File: config.mk
export PLATFORM = sky130hd
export DESIGN_NAME = ufx_function
export DESIGN_NICKNAME = d
export VERILOG_FILES = /design/src/verilog/ufx_pkg.sv /design/src/verilog/ufx_line_if.sv /design/src/verilog/ufx_line_sync.sv /design/src/verilog/ufx_function.sv
export SDC_FILE = /design/constraint.sdc
export NUM_CORES = 1
export LEC_CHECK = 0
export ABC_AREA = 1
export BUFFER_PORTS_ARGS = -buffer_cell sky130_fd_sc_hd__buf_2
export CAP_MARGIN = 20
export CORE_ASPECT_RATIO = 1.5
export CORE_UTILIZATION = 50
export DETAILED_ROUTE_END_ITERATION = 16
export PLACE_DENSITY = 0.8
export SETUP_SLACK_MARGIN = 0.3
export SLEW_MARGIN = 30
export SYNTH_ARGS = -nofsm -noshare
export SYNTH_HDL_FRONTEND = slang
export SYNTH_SLANG_ARGS = --single-unit
File: constraint.sdc
create_clock -name clk -period 1.7 [get_ports clk]
set_input_delay 0.255 -clock clk [delete_from_list [all_inputs] [get_ports clk]]
set_output_delay 0.255 -clock clk [all_outputs]
set_load 0.01 [all_outputs]
File: src/verilog/ufx_pkg.sv
// Purpose: constants shared by the usb transceiver control block
// Assumes: 8-bit special function register bus, 250 MHz clock
// Notes: all offsets, fields and reset values live here
package ufx_pkg;
	localparam logic [7:0] XCVR_CTRL_ADDR = 8'hd7;
	localparam logic [7:0] XCVR_CTRL_RESET = 8'h00;
	localparam int PULLUP_EN_BIT = 7;
	localparam int PHY_EN_BIT = 6;
	localparam int SPEED_BIT = 5;
	localparam int TEST_HI_BIT = 4;
	localparam int TEST_LO_BIT = 3;
	localparam int DIFF_BIT = 2;
	localparam int DPLUS_BIT = 1;
	localparam int DMINUS_BIT = 0;
	localparam int NUM_PIPES = 8;
	localparam logic [7:0] EP0_ADDR = 8'h00;
	localparam logic [7:0] EP_IN_BASE = 8'h80;
	localparam logic [7:0] EP_OUT_BASE = 8'h00;
	localparam logic [1:0] EP_LAST = 2'h3;
	typedef enum logic [1:0] {
		TEST_NORMAL = 2'b00,
		TEST_DIFF1 = 2'b01,
		TEST_DIFF0 = 2'b10,
		TEST_SE0 = 2'b11
	} ufx_test_t;
endpackage

File: src/verilog/ufx_line_if.sv
// Purpose: carries synchronised bus line levels between modules
// Assumes: one clock domain
// Notes: producer drives levels, consumer reads them
`timescale 1ns/1ns
interface ufx_line_if;
	logic dplus_level;
	logic dminus_level;
	logic vbus_present;
	modport src (output dplus_level, output dminus_level, output vbus_present);
	modport dst (input dplus_level, input dminus_level, input vbus_present);
endinterface

File: src/verilog/ufx_line_sync.sv
// Purpose: three-stage synchronisers for pin levels
// Assumes: pins are asynchronous to clk
// Notes: a change is accepted once stages two and three agree
`timescale 1ns/1ns
module ufx_line_sync (
	input wire logic clk,
	input wire logic rst,
	input wire logic dplus_pin,
	input wire logic dminus_pin,
	input wire logic vbus_pin,
	ufx_line_if.src lines
);
	logic [2:0] s1_r, s2_r, s3_r, lvl_r;
	logic [2:0] s1_nxt, s2_nxt, s3_nxt, lvl_nxt;

	// shift chain; stage one feeds only stage two
	always_comb begin
		s1_nxt = {vbus_pin, dplus_pin, dminus_pin};
		s2_nxt = s1_r;
		s3_nxt = s2_r;
		lvl_nxt = lvl_r;
		for (int i = 0; i < 3; i++) begin
			if (s2_r[i] == s3_r[i]) begin
				lvl_nxt[i] = s3_r[i];
			end
		end
	end

	always_ff @(posedge clk or posedge rst) begin
		if (rst) begin
			s1_r <= 3'h0;
			s2_r <= 3'h0;
			s3_r <= 3'h0;
			lvl_r <= 3'h0;
		end else begin
			s1_r <= s1_nxt;
			s2_r <= s2_nxt;
			s3_r <= s3_nxt;
			lvl_r <= lvl_nxt;
		end
	end

	assign lines.dminus_level = lvl_r[0];
	assign lines.dplus_level = lvl_r[1];
	assign lines.vbus_present = lvl_r[2];
endmodule

File: src/verilog/ufx_function.sv
// Purpose: usb function front end: transceiver control register, pull-up steering, endpoint address match
// Assumes: cpu reaches the control register by an 8-bit sfr port with write and read strobes
// Notes: packet engine and fifo sit elsewhere; this block hands them a pipe match
// Notes: the clock order flag is sticky; only reset clears it
`timescale 1ns/1ns

module ufx_function (
	clk,
	rst,
	sfr_addr,
	sfr_wdata,
	sfr_wr,
	sfr_rd,
	sfr_rdata,
	sfr_hit,
	dplus_pin,
	dminus_pin,
	vbus_pin,
	usb_clk_running,
	pullup_dplus_en,
	pullup_dminus_en,
	phy_enabled,
	phy_suspend,
	full_speed,
	tx_force_en,
	tx_force_dplus,
	tx_force_dminus,
	token_addr,
	token_in,
	pipe_hit,
	pipe_index,
	clock_order_fault
);
	input wire logic clk;
	input wire logic rst;
	input wire logic [7:0] sfr_addr;
	input wire logic [7:0] sfr_wdata;
	input wire logic sfr_wr;
	input wire logic sfr_rd;
	output logic [7:0] sfr_rdata;
	output logic sfr_hit;
	input wire logic dplus_pin;
	input wire logic dminus_pin;
	input wire logic vbus_pin;
	input wire logic usb_clk_running;
	output logic pullup_dplus_en;
	output logic pullup_dminus_en;
	output logic phy_enabled;
	output logic phy_suspend;
	output logic full_speed;
	output logic tx_force_en;
	output logic tx_force_dplus;
	output logic tx_force_dminus;
	input wire logic [3:0] token_addr;
	input wire logic token_in;
	output logic pipe_hit;
	output logic [2:0] pipe_index;
	output logic clock_order_fault;

	ufx_line_if lines ();

	ufx_line_sync u_sync (
		.clk(clk),
		.rst(rst),
		.dplus_pin(dplus_pin),
		.dminus_pin(dminus_pin),
		.vbus_pin(vbus_pin),
		.lines(lines)
	);

	// writable part of the control register
	logic pullup_enable_r, pullup_enable_nxt;
	logic phy_enable_r, phy_enable_nxt;
	logic speed_r, speed_nxt;
	ufx_pkg::ufx_test_t phy_test_select_r, phy_test_select_nxt;
	// line status and read path
	logic differential_receive_state;
	logic [7:0] ctrl_view;
	logic [7:0] rdata_r, rdata_nxt;
	// pin drive registers
	logic pu_dp_r, pu_dp_nxt, pu_dm_r, pu_dm_nxt;
	logic frc_en_r, frc_en_nxt, frc_dp_r, frc_dp_nxt, frc_dm_r, frc_dm_nxt;
	// clock order watch
	logic fault_r, fault_nxt;
	logic clk_sync1_r, clk_sync2_r, clk_sync3_r, clk_ok_r;
	logic clk_sync1_nxt, clk_sync2_nxt, clk_sync3_nxt, clk_ok_nxt;
	// pipe match
	logic hit_r, hit_nxt;
	logic [2:0] idx_r, idx_nxt;
	logic sel;

	// usb protocol address that a token names; endpoint zero answers 0x00 in both directions
	function automatic logic [7:0] ufx_proto_addr(input logic [3:0] ep, input logic dir_in);
		logic [7:0] res;
		res = ufx_pkg::EP0_ADDR;
		if (ep != 4'h0 && dir_in) begin
			res = ufx_pkg::EP_IN_BASE | {4'h0, ep};
		end else if (ep != 4'h0) begin
			res = ufx_pkg::EP_OUT_BASE | {4'h0, ep};
		end
		return res;
	endfunction

	// protocol address served by a pipe: pipe 2n+1 is the IN half of endpoint n, pipe 2n its OUT half
	function automatic logic [7:0] ufx_pipe_addr(input logic [2:0] pipe);
		logic [7:0] res;
		res = ufx_pkg::EP0_ADDR; // pipes 0 and 1 both belong to endpoint zero
		if (pipe[2:1] != 2'h0 && pipe[0]) begin
			res = ufx_pkg::EP_IN_BASE | {6'h0, pipe[2:1]};
		end else if (pipe[2:1] != 2'h0) begin
			res = ufx_pkg::EP_OUT_BASE | {6'h0, pipe[2:1]};
		end
		return res;
	endfunction

	assign sel = (sfr_addr == ufx_pkg::XCVR_CTRL_ADDR);

	// usb clock running flag: asynchronous, so three stages with agreement
	always_comb begin
		clk_sync1_nxt = usb_clk_running;
		clk_sync2_nxt = clk_sync1_r;
		clk_sync3_nxt = clk_sync2_r;
		clk_ok_nxt = clk_ok_r;
		if (clk_sync2_r == clk_sync3_r) begin
			clk_ok_nxt = clk_sync3_r;
		end
	end

	// register the clock flag chain
	always_ff @(posedge clk or posedge rst) begin
		if (rst) begin
			clk_sync1_r <= 1'b0;
			clk_sync2_r <= 1'b0;
			clk_sync3_r <= 1'b0;
			clk_ok_r <= 1'b0;
		end else begin
			clk_sync1_r <= clk_sync1_nxt;
			clk_sync2_r <= clk_sync2_nxt;
			clk_sync3_r <= clk_sync3_nxt;
			clk_ok_r <= clk_ok_nxt;
		end
	end

	// differential receiver only meaningful while phy is on
	assign differential_receive_state = phy_enable_r & lines.dplus_level & ~lines.dminus_level;

	// read view of the control register
	always_comb begin
		ctrl_view = 8'h00;
		ctrl_view[ufx_pkg::PULLUP_EN_BIT] = pullup_enable_r;
		ctrl_view[ufx_pkg::PHY_EN_BIT] = phy_enable_r;
		ctrl_view[ufx_pkg::SPEED_BIT] = speed_r;
		ctrl_view[ufx_pkg::TEST_HI_BIT:ufx_pkg::TEST_LO_BIT] = phy_test_select_r;
		ctrl_view[ufx_pkg::DIFF_BIT] = differential_receive_state;
		ctrl_view[ufx_pkg::DPLUS_BIT] = lines.dplus_level;
		ctrl_view[ufx_pkg::DMINUS_BIT] = lines.dminus_level;
	end

	// register writes; status bits 2..0 ignore writes
	always_comb begin
		pullup_enable_nxt = pullup_enable_r;
		phy_enable_nxt = phy_enable_r;
		speed_nxt = speed_r;
		phy_test_select_nxt = phy_test_select_r;
		rdata_nxt = rdata_r;
		fault_nxt = fault_r;
		if (sfr_wr && sel) begin
			pullup_enable_nxt = sfr_wdata[ufx_pkg::PULLUP_EN_BIT];
			phy_enable_nxt = sfr_wdata[ufx_pkg::PHY_EN_BIT];
			speed_nxt = sfr_wdata[ufx_pkg::SPEED_BIT];
			phy_test_select_nxt = ufx_pkg::ufx_test_t'(sfr_wdata[ufx_pkg::TEST_HI_BIT:ufx_pkg::TEST_LO_BIT]);
			// note a phy turn-on made before the usb clock runs
			if (sfr_wdata[ufx_pkg::PHY_EN_BIT] && !phy_enable_r && !clk_ok_r) begin
				fault_nxt = 1'b1;
			end
		end
		// read data is captured once per strobe and stands until the next
		if (sfr_rd && sel) begin
			rdata_nxt = ctrl_view;
		end else if (sfr_rd) begin
			rdata_nxt = 8'h00;
		end
	end

	// register the control fields and read data
	always_ff @(posedge clk or posedge rst) begin
		if (rst) begin
			pullup_enable_r <= ufx_pkg::XCVR_CTRL_RESET[ufx_pkg::PULLUP_EN_BIT];
			phy_enable_r <= ufx_pkg::XCVR_CTRL_RESET[ufx_pkg::PHY_EN_BIT];
			speed_r <= ufx_pkg::XCVR_CTRL_RESET[ufx_pkg::SPEED_BIT];
			phy_test_select_r <= ufx_pkg::TEST_NORMAL;
			rdata_r <= 8'h00;
			fault_r <= 1'b0;
		end else begin
			pullup_enable_r <= pullup_enable_nxt;
			phy_enable_r <= phy_enable_nxt;
			speed_r <= speed_nxt;
			phy_test_select_r <= phy_test_select_nxt;
			rdata_r <= rdata_nxt;
			fault_r <= fault_nxt;
		end
	end

	// pull-up steering and test drive
	always_comb begin
		pu_dp_nxt = pullup_enable_r & lines.vbus_present & speed_r;
		pu_dm_nxt = pullup_enable_r & lines.vbus_present & ~speed_r;
		frc_en_nxt = 1'b0;
		frc_dp_nxt = 1'b0;
		frc_dm_nxt = 1'b0;
		if (phy_enable_r) begin
			unique case (phy_test_select_r)
				ufx_pkg::TEST_NORMAL: begin
					frc_en_nxt = 1'b0;
				end
				ufx_pkg::TEST_DIFF1: begin
					frc_en_nxt = 1'b1;
					frc_dp_nxt = 1'b1;
				end
				ufx_pkg::TEST_DIFF0: begin
					frc_en_nxt = 1'b1;
					frc_dm_nxt = 1'b1;
				end
				ufx_pkg::TEST_SE0: begin
					frc_en_nxt = 1'b1;
				end
			endcase
		end
	end

	// register the pin controls so the pins never see a combinational glitch
	always_ff @(posedge clk or posedge rst) begin
		if (rst) begin
			pu_dp_r <= 1'b0;
			pu_dm_r <= 1'b0;
			frc_en_r <= 1'b0;
			frc_dp_r <= 1'b0;
			frc_dm_r <= 1'b0;
		end else begin
			pu_dp_r <= pu_dp_nxt;
			pu_dm_r <= pu_dm_nxt;
			frc_en_r <= frc_en_nxt;
			frc_dp_r <= frc_dp_nxt;
			frc_dm_r <= frc_dm_nxt;
		end
	end

	// endpoint pipe match, only a function answers tokens; the lowest matching pipe wins, so endpoint zero is pipe 0
	always_comb begin
		logic [7:0] proto;
		proto = ufx_proto_addr(token_addr, token_in);
		hit_nxt = 1'b0;
		idx_nxt = idx_r;
		if (phy_enable_r && token_addr <= {2'h0, ufx_pkg::EP_LAST}) begin
			for (int p = ufx_pkg::NUM_PIPES - 1; p >= 0; p--) begin
				if (ufx_pipe_addr(3'(p)) == proto) begin
					hit_nxt = 1'b1;
					idx_nxt = 3'(p);
				end
			end
		end
	end

	// register the pipe match
	always_ff @(posedge clk or posedge rst) begin
		if (rst) begin
			hit_r <= 1'b0;
			idx_r <= 3'h0;
		end else begin
			hit_r <= hit_nxt;
			idx_r <= idx_nxt;
		end
	end

	// no host outputs exist: this block only ever answers
	assign pullup_dplus_en = pu_dp_r;
	assign pullup_dminus_en = pu_dm_r;
	assign phy_enabled = phy_enable_r;
	assign phy_suspend = ~phy_enable_r;
	assign full_speed = speed_r;
	assign tx_force_en = frc_en_r;
	assign tx_force_dplus = frc_dp_r;
	assign tx_force_dminus = frc_dm_r;
	assign sfr_rdata = rdata_r;
	assign sfr_hit = sel & (sfr_rd | sfr_wr);
	assign pipe_hit = hit_r;
	assign pipe_index = idx_r;
	assign clock_order_fault = fault_r;
endmodule

# After elaboration in Yosys (flattened, before gate mapping)
# Index checks and enable logic that the tools add are counted.
dict set report totals {
  regBits 39
  out_inout_bits 22
  inputBits 29
  wordCells 95
}
dict set report op_classes {
  magnitude_cmp 1
  bitwise_logic 10
  reduce_logical 16
  muxes 31
  eq_ne 14
}
# operator count
set op_table {}
lappend op_table {{$mux 8} 9}
lappend op_table {{$eq 8x8->1} 6}
lappend op_table {{$mux 3} 7}
lappend op_table {{$mux 1} 13}
lappend op_table {{$eq 8x8->1 const B} 1}
lappend op_table {{$logic_not 8->1} 1}
lappend op_table {{$reduce_bool 7->1} 1}
lappend op_table {{$and 1x1->1} 6}
lappend op_table {{$logic_and 1x1->1} 6}
lappend op_table {{$eq 1x1->1} 4}
lappend op_table {{$eq 2x2->1 const B} 2}
lappend op_table {{$le 4x2->1 const B} 1}
lappend op_table {{$mux 4} 1}
lappend op_table {{$reduce_and 2->1} 2}
lappend op_table {{$reduce_bool 4->1} 1}
lappend op_table {{$not 1->1} 3}
lappend op_table {{$reduce_or 3->1} 1}
lappend op_table {{$eq 2x1->1 const B} 1}
lappend op_table {{$logic_not 1->1} 2}
lappend op_table {{$logic_not 2->1} 1}
lappend op_table {{$pmux 1 s2} 1}
lappend op_table {{$reduce_bool 2->1} 1}
lappend op_table {{$or 1x1->1} 1}

# Logic depth before layout (Yosys ltp)
# Gate-level depths: netlist of run 1.
dict set report logic_depth {
  ltp_word 12
  mapped_depth 6
  ltp_nobuf 6
}

# Modules after synthesis
# Synthesis of run 1 repeated with hierarchy kept, for this count alone.
dict set report hier_totals {
  cells_unflattened 139
  hier_area_um2 1452.6
}
# mod n_inst area_each_um2 cells_each
set modules_own_cells {}
lappend modules_own_cells {ufx_function 1 1099.8 114}
lappend modules_own_cells {ufx_line_sync 1 352.8 25}

# Least setup slack after synthesis of run 1
# No wires, ideal clock.
dict set report synth_timing {
  path_type {input to output}
  from {input port sfr_addr[3]}
  to {output port sfr_hit}
  n_path_buf 0
  cell_stages 5
  t_arrival_ns 0.769
  slack_ns 0.676
  path_cell_list {inv_1 nand2_1 nor2_4 nand3_4 nand2_1}
}
dict set report synth_between {
  elab_chain_cells 2
}
# item line
set synth_lines {}
lappend synth_lines {{start, declared} ufx_function.sv:36} ;# input wire logic [7:0] sfr_addr;
lappend synth_lines {{$eq 8x8->1} ufx_function.sv:116} ;# assign sel = (sfr_addr == ufx_pkg::XCVR_CTRL_ADDR);
lappend synth_lines {{$and 1x1->1} ufx_function.sv:285} ;# assign sfr_hit = sel & (sfr_rd | sfr_wr);
lappend synth_lines {{end, declared} ufx_function.sv:41} ;# output logic sfr_hit;
# No other way between the ends.

# Worst setup path after layout of run 1
dict set report layout_timing {
  from {input port sfr_addr[5]}
  to {output port sfr_hit}
}
# Same word-level chain as after synthesis.

==> results of run 1 <==
[how the worst max path moves through the flow]
stage	end	startpoint	cells past startpoint
6_report	sfr_hit	sfr_addr[5]	7
2_1_floorplan	clk_ok_r	rst	1
4_1_cts	sfr_hit	sfr_addr[5]	7
5_1_grt	sfr_hit	sfr_addr[5]	7
3_3_place_gp	sfr_hit	sfr_addr[3]	7
3_5_place_dp	sfr_hit	sfr_addr[5]	7
[worst min-delay path, cell delays in order]
cell and delay [ns]:
buf_2 0.09, inv_1 0.04, buf_4 0.40
[cell type report]
| class | instances | area [um2] | area share (%) |
|---|---|---|---|
| Clock buffer | 6 | 82.6 | 4.49 |
| Sequential cell | 39 | 976 | 53.1 |
| Clock inverter | 2 | 35.0 | 1.90 |
| Multi-Input combinational cell | 79 | 412 | 22.4 |
| Tap cell | 37 | 46.3 | 2.52 |
| Timing Repair Buffer | 48 | 243 | 13.2 |
| Inverter | 12 | 45.0 | 2.45 |
[stage by stage]
stage	area (um2)	worst slack, ns	power (uW)	hold slack (ns)	utilization (%)
final	1840	0.376	1880	0.0589	68.0
after global routing	1840	0.306	1960	0.0552	68.0
after CTS	1840	0.384	1900	0.0591	68.0
after detailed placement	1720	0.383	1120	0.337	63.6
after global placement	1720	0.416	1110	0.332	63.6
after floorplan	1440	0.556	1060	0.286	-
[cells by family after synthesis]
logic type / share of synthesized area, %
compound gates: 1.39
fa+ha+maj: 2.79
simple gates: 24.5
flops: 67.9
buf+inv: 3.48
[sequential cells by signal, indices dropped and copies added (netlist names), 2 cells and up]
signal / count
sfr_rdata: 8
pipe_index: 3
u_sync.lvl_r: 3
u_sync.s1_r: 3
u_sync.s2_r: 3
u_sync.s3_r: 3
phy_test_select_r: 2
[where the power goes]
part / internal (uW) / total [uW] / switching (uW)
Clock: 474 / 783 / 309
Sequential: 962 / 983 / 21.4
Combinational: 44.9 / 118 / 72.7
[cells in the mapped netlist]
| cell type | count |
|---|---|
| a21oi_1 | 1 |
| nor2_2 | 2 |
| nor2_4 | 2 |
| maj3_1 | 4 |
| inv_2 | 2 |
| buf_2 | 1 |
| nand4_1 | 14 |
| nor3_1 | 2 |
| o21ai_1 | 1 |
| o21ai_0 | 2 |
| nand3_1 | 1 |
| inv_1 | 10 |
| nor3_4 | 1 |
| nand2_1 | 44 |
| nor2_1 | 4 |
| nand3_4 | 1 |
| dfrtp_1 | 39 |
[routing by layer]
metal  vias up  wire, um  track usage, %
li1        533         -               -
met1       532      1050            21.5
met2        49      1630            38.0
met3        11       169            5.35
met4         0        80            13.2
met5         -         0               0
==> flow_summary.yaml, run 1 <==
synth:
  yosysWarnings: 0
  ys_ff_latch: 39
  ys_top_cells_by_area: "dfrtp_1, nand2_1, nand4_1"
  synth_top_area_cell: "dfrtp_1"
  syn_inst: 131
  synth_fp_nets: 160
  syn_avg_cell_area_um2: 11.0
  synth.top_cell.area_share_pct: 67.9
  synth-seq-area-share_pct: 67.9
  synth_cell_types: 17
  syn_area_um2: 1440
power:
  vdd_ir_drop_max_v: 0.000774
  p_leak_uw: 0.00101
  powerDensity_nw_per_um2: 1020
final_layout:
  antennaDiodeCount: 0
  layout_commonest_cell: "buf_2"
  fillers: 237
  layout-drive-gt1-share_pct: 34.4
  final_cell_mix: "buf_2, nand2_1, dfrtp_1"
  area_growth_pct: 27.9
  layout.cells.non_filler: 223
  final_nets: 214
min_path:
  min_path_type: "in2async"
route:
  dr.pass1.iters: 4
  viasPerCell: 5.04
  wl_mm: 2.94
  ant_nets: 0
  drc: 0
  wire_per_inst_um: 13.2
  vias: 1125
  drt-initial-drc-count: 28
worst_setup_path:
  reg2regPathDepth: 5
  worstPathMaxFanout: 8
  required_ns: 1.44
  crit_buf_inv: 3
  crit_chain: "buf_2, inv_1, nand2_1, nor2_4, nand3_4, nand2_1, buf_2"
  critical-path-top-delay-family: "simple AND/OR/NAND/NOR gates"
  rr_endpoint: "pipe_index[2]"
  cp-start-kind: "input port"
  critPathSlowestCell: "nor2_4"
  r2r-start: "phy_enabled"
  arrival_ns: 1.07
  max_stage_delay_ns: 0.23
  setup.worst_path.class: "in2out"
  critPathCaptureType: "primary output"
  r2r_slack_ns: 0.64
clocking:
  clkTransAtPathRegs_ns: 0.07
  cts_resized: 0
  cts_setup_buffers: 0
  cts_buffer_depth: 2
  tritoncts: "done"
  cts.sinks: 39
  cts_hold_buf: 0
  clk_latency_ns: 0.29
  htreeDepth: 2
  cts_made_buffers: 5
  clock_tree.root_cell: "clkbuf_8"
sta:
  setup_violations: 0
  final.setup.tns_ns: 0
  hold_viol: 0
  fmax_mhz: 755
  maxSlewHeadroom_pct: 69.0
  fin_crit_sh_pct: 77.9
  slew_viol_final: 0
  worst_slew_pin_slew_ns: 0.464
  min_period_ns: 1.32
  rsz0062_at_grt: "false"
  clock_skew_ns: 0.00497
die:
  dieArea_um2: 3100
  num_rows: 23
  die_h_um: 67.7
  start_util_pct: 53.1
  io_pins: 51
  core_area_um2: 2710
  die_w_um: 45.8
place:
  dpl.cell_count: 215
  numPortBuffers: 47
  dpl.hpwl_mm: 2.24
  gp_congestion: 0.843
flow_run:
  maxCapViolations: 0
grt:
  grt_pass1_wl_mm: 4.61
  antenna_found_initial: 0
  grt_start_max_net_pins: 40
  track_usage_pct: 21.4
  grt_pass1_vias: 1162
  grt_remaining_overflow: 0
outcome:
  status: "completed"
Note: power is estimated with default switching activity, not from simulation.
==> run 2: changes to the inputs <==
--- a/config.mk
+++ b/config.mk
@@ -9,9 +9,9 @@
 export BUFFER_PORTS_ARGS = -buffer_cell sky130_fd_sc_hd__buf_2
 export CAP_MARGIN = 20
 export CORE_ASPECT_RATIO = 1.5
-export CORE_UTILIZATION = 50
+export CORE_UTILIZATION = 43
 export DETAILED_ROUTE_END_ITERATION = 16
-export PLACE_DENSITY = 0.8
+export PLACE_DENSITY = 0.73
 export SETUP_SLACK_MARGIN = 0.3
 export SLEW_MARGIN = 30
 export SYNTH_ARGS = -nofsm -noshare
==> constraint.sdc (replaced) <==
create_clock -name clk -period 1.1 [get_ports clk]
set_input_delay 0.165 -clock clk [delete_from_list [all_inputs] [get_ports clk]]
set_output_delay 0.165 -clock clk [all_outputs]
set_load 0.01 [all_outputs]
==> flow_summary.yaml, run 2 (same netlist as run 1, synthesis figures left out) <==
clocking:
  clock_tree.root_cell: "clkbuf_8"
  tritoncts: "done"
  clk_latency_ns: 0.29
  cts_buffer_depth: 2
  cts_made_buffers: 5
  clkTransAtPathRegs_ns: 0.08
  cts_hold_buf: 4
  cts.sinks: 39
  htreeDepth: 2
place:
  dpl.hpwl_mm: 2.23
  dpl.cell_count: 221
  placed_area_um2: 1820
  dp_slack_ns: 0.0269
  numPortBuffers: 47
  gp_congestion: 0.804
sta:
  hold_slack_ns: -0.134
  hold_viol: 16
  setup_slack_ns: -0.00580
  fmax_mhz: 904
  worst_slew_pin_slew_ns: 0.409
  fin_crit_sh_pct: 101
  clock_skew_ns: 0.00863
  slew_viol_final: 0
  min_period_ns: 1.11
  maxSlewHeadroom_pct: 72.6
  rsz0062_at_grt: "true"
  setup_violations: 1
final_layout:
  antennaDiodeCount: 0
  largest_reg_flops: 8
  layout.cells.non_filler: 256
  final_nets: 244
  layout-drive-gt1-share_pct: 50.0
  final_cell_mix: "buf_2, nand2_1, dfrtp_1"
  utilization_pct: 71.4
  final_cell_area_um2: 2260
  area_growth_pct: 56.9
  layout_commonest_cell: "buf_2"
outcome:
  status: "finished, violations left"
  violations: "negative hold slack, negative setup slack"
route:
  drc: 0
  drt-initial-drc-count: 21
  dr.pass1.iters: 4
  ant_nets: 0
  wire_per_inst_um: 13.1
  viasPerCell: 4.87
  vias: 1246
  wl_mm: 3.36
worst_setup_path:
  setup.worst_path.class: "reg2out"
  critPathCaptureType: "primary output"
  worstPathMaxFanout: 4
  critPathSlowestCell: "dfrtp_2"
  max_stage_delay_ns: 0.45
  arrival_ns: 0.94
  cp-start-kind: "flop"
  required_ns: 0.94
  crit_chain: "inv_4, buf_6"
grt:
  grt_pass1_wl_mm: 5.55
  track_usage_pct: 21.2
  grt_remaining_overflow: 0
  grt_start_max_net_pins: 19
  grt_pass1_vias: 1306
  antenna_found_initial: 0
power:
  powerDensity_nw_per_um2: 1410
  vdd_ir_drop_max_v: 0.00140
  p_leak_uw: 0.00120
die:
  die_w_um: 49.2
  num_rows: 25
  die_h_um: 72.8
  io_pins: 51
  start_util_pct: 45.5
  dieArea_um2: 3580
  core_area_um2: 3160
min_path:
  min_path_type: "in2async"
flow_run:
  maxCapViolations: 0
run 2: cell count changes in the layout (fill, tap and decap cells not counted), sizes merged:
cell         before  now
buf              48   74
dlygate4sd3       0    4
inv              12   10
bufinv            1    2
clkinvlp          0    1
run 2: where the power goes:
part / total (uW) / switching, uW / internal [uW] / leakage, uW
logic: 281 / 143 / 139 / 0.000635
clock network: 1380 / 473 / 906 / 0.0000654
registers: 1520 / 36.8 / 1490 / 0.000498
total: 3180 / 653 / 2530 / 0.00120
run 2: critical path, delay by kind of cell, from the launching register on:
family	cells	cell delay, ns
buf+inv	2	0.20
flops	1	0.45
run 2: final timing paths:
kind | end | cells after the start | slack [ns] | from
worst min-delay path | tx_force_dplus | 2 | -0.13 | rst
worst max-delay path | phy_suspend | 2 | -0.006 | phy_enabled
min in group clk | pipe_hit | 2 | 0.08 | token_addr[3]
worst min register to register | u_sync.s2_r[0] | 0 | 0.35 | u_sync.s1_r[0]
max in group asynchronous | u_sync.s3_r[0] | 3 | 0.82 | rst
worst max register to register | sfr_rdata[2] | 6 | 0.05 | phy_enabled
run 2: timing repair:
action	in CTS	in global routing
buffers inserted	13	10
gates resized for setup	13	11
setup endpoints to repair	32	37
endpoints found under the hold margin	20	16
pin swaps	16	9
run 2: area by class of cell:
| type | instances | area [um2] |
|---|---|---|
| tap | 40 | 50.0 |
| clock buffer | 6 | 72.6 |
| clock inverter | 2 | 60.1 |
| inverter | 12 | 76.3 |
| timing repair buffer | 78 | 557 |
| sequential | 39 | 977 |
| fill | 242 | 903 |
| multi-input combinational | 79 | 463 |
run 2: layer usage:
metal  up-vias  wire, um  track usage [%]
li1        595         -                -
met1       600      1290             22.3
met2        45      1840             38.1
met5         -         0                0
met4         0        53             9.15
met3         6       176             6.88
run 2: metrics by stage:
| stage | setup TNS (ns) | hold slack (ns) | power [uW] |
|---|---|---|---|
| detailed placement | 0 | 0.186 | 1770 |
| global route | -0.0611 | -0.116 | 3320 |
| CTS | -0.00964 | -0.128 | 3190 |
| finish | -0.00580 | -0.134 | 3180 |
| floorplan | 0 | 0.137 | 1650 |
| global placement | 0 | 0.176 | 1750 |
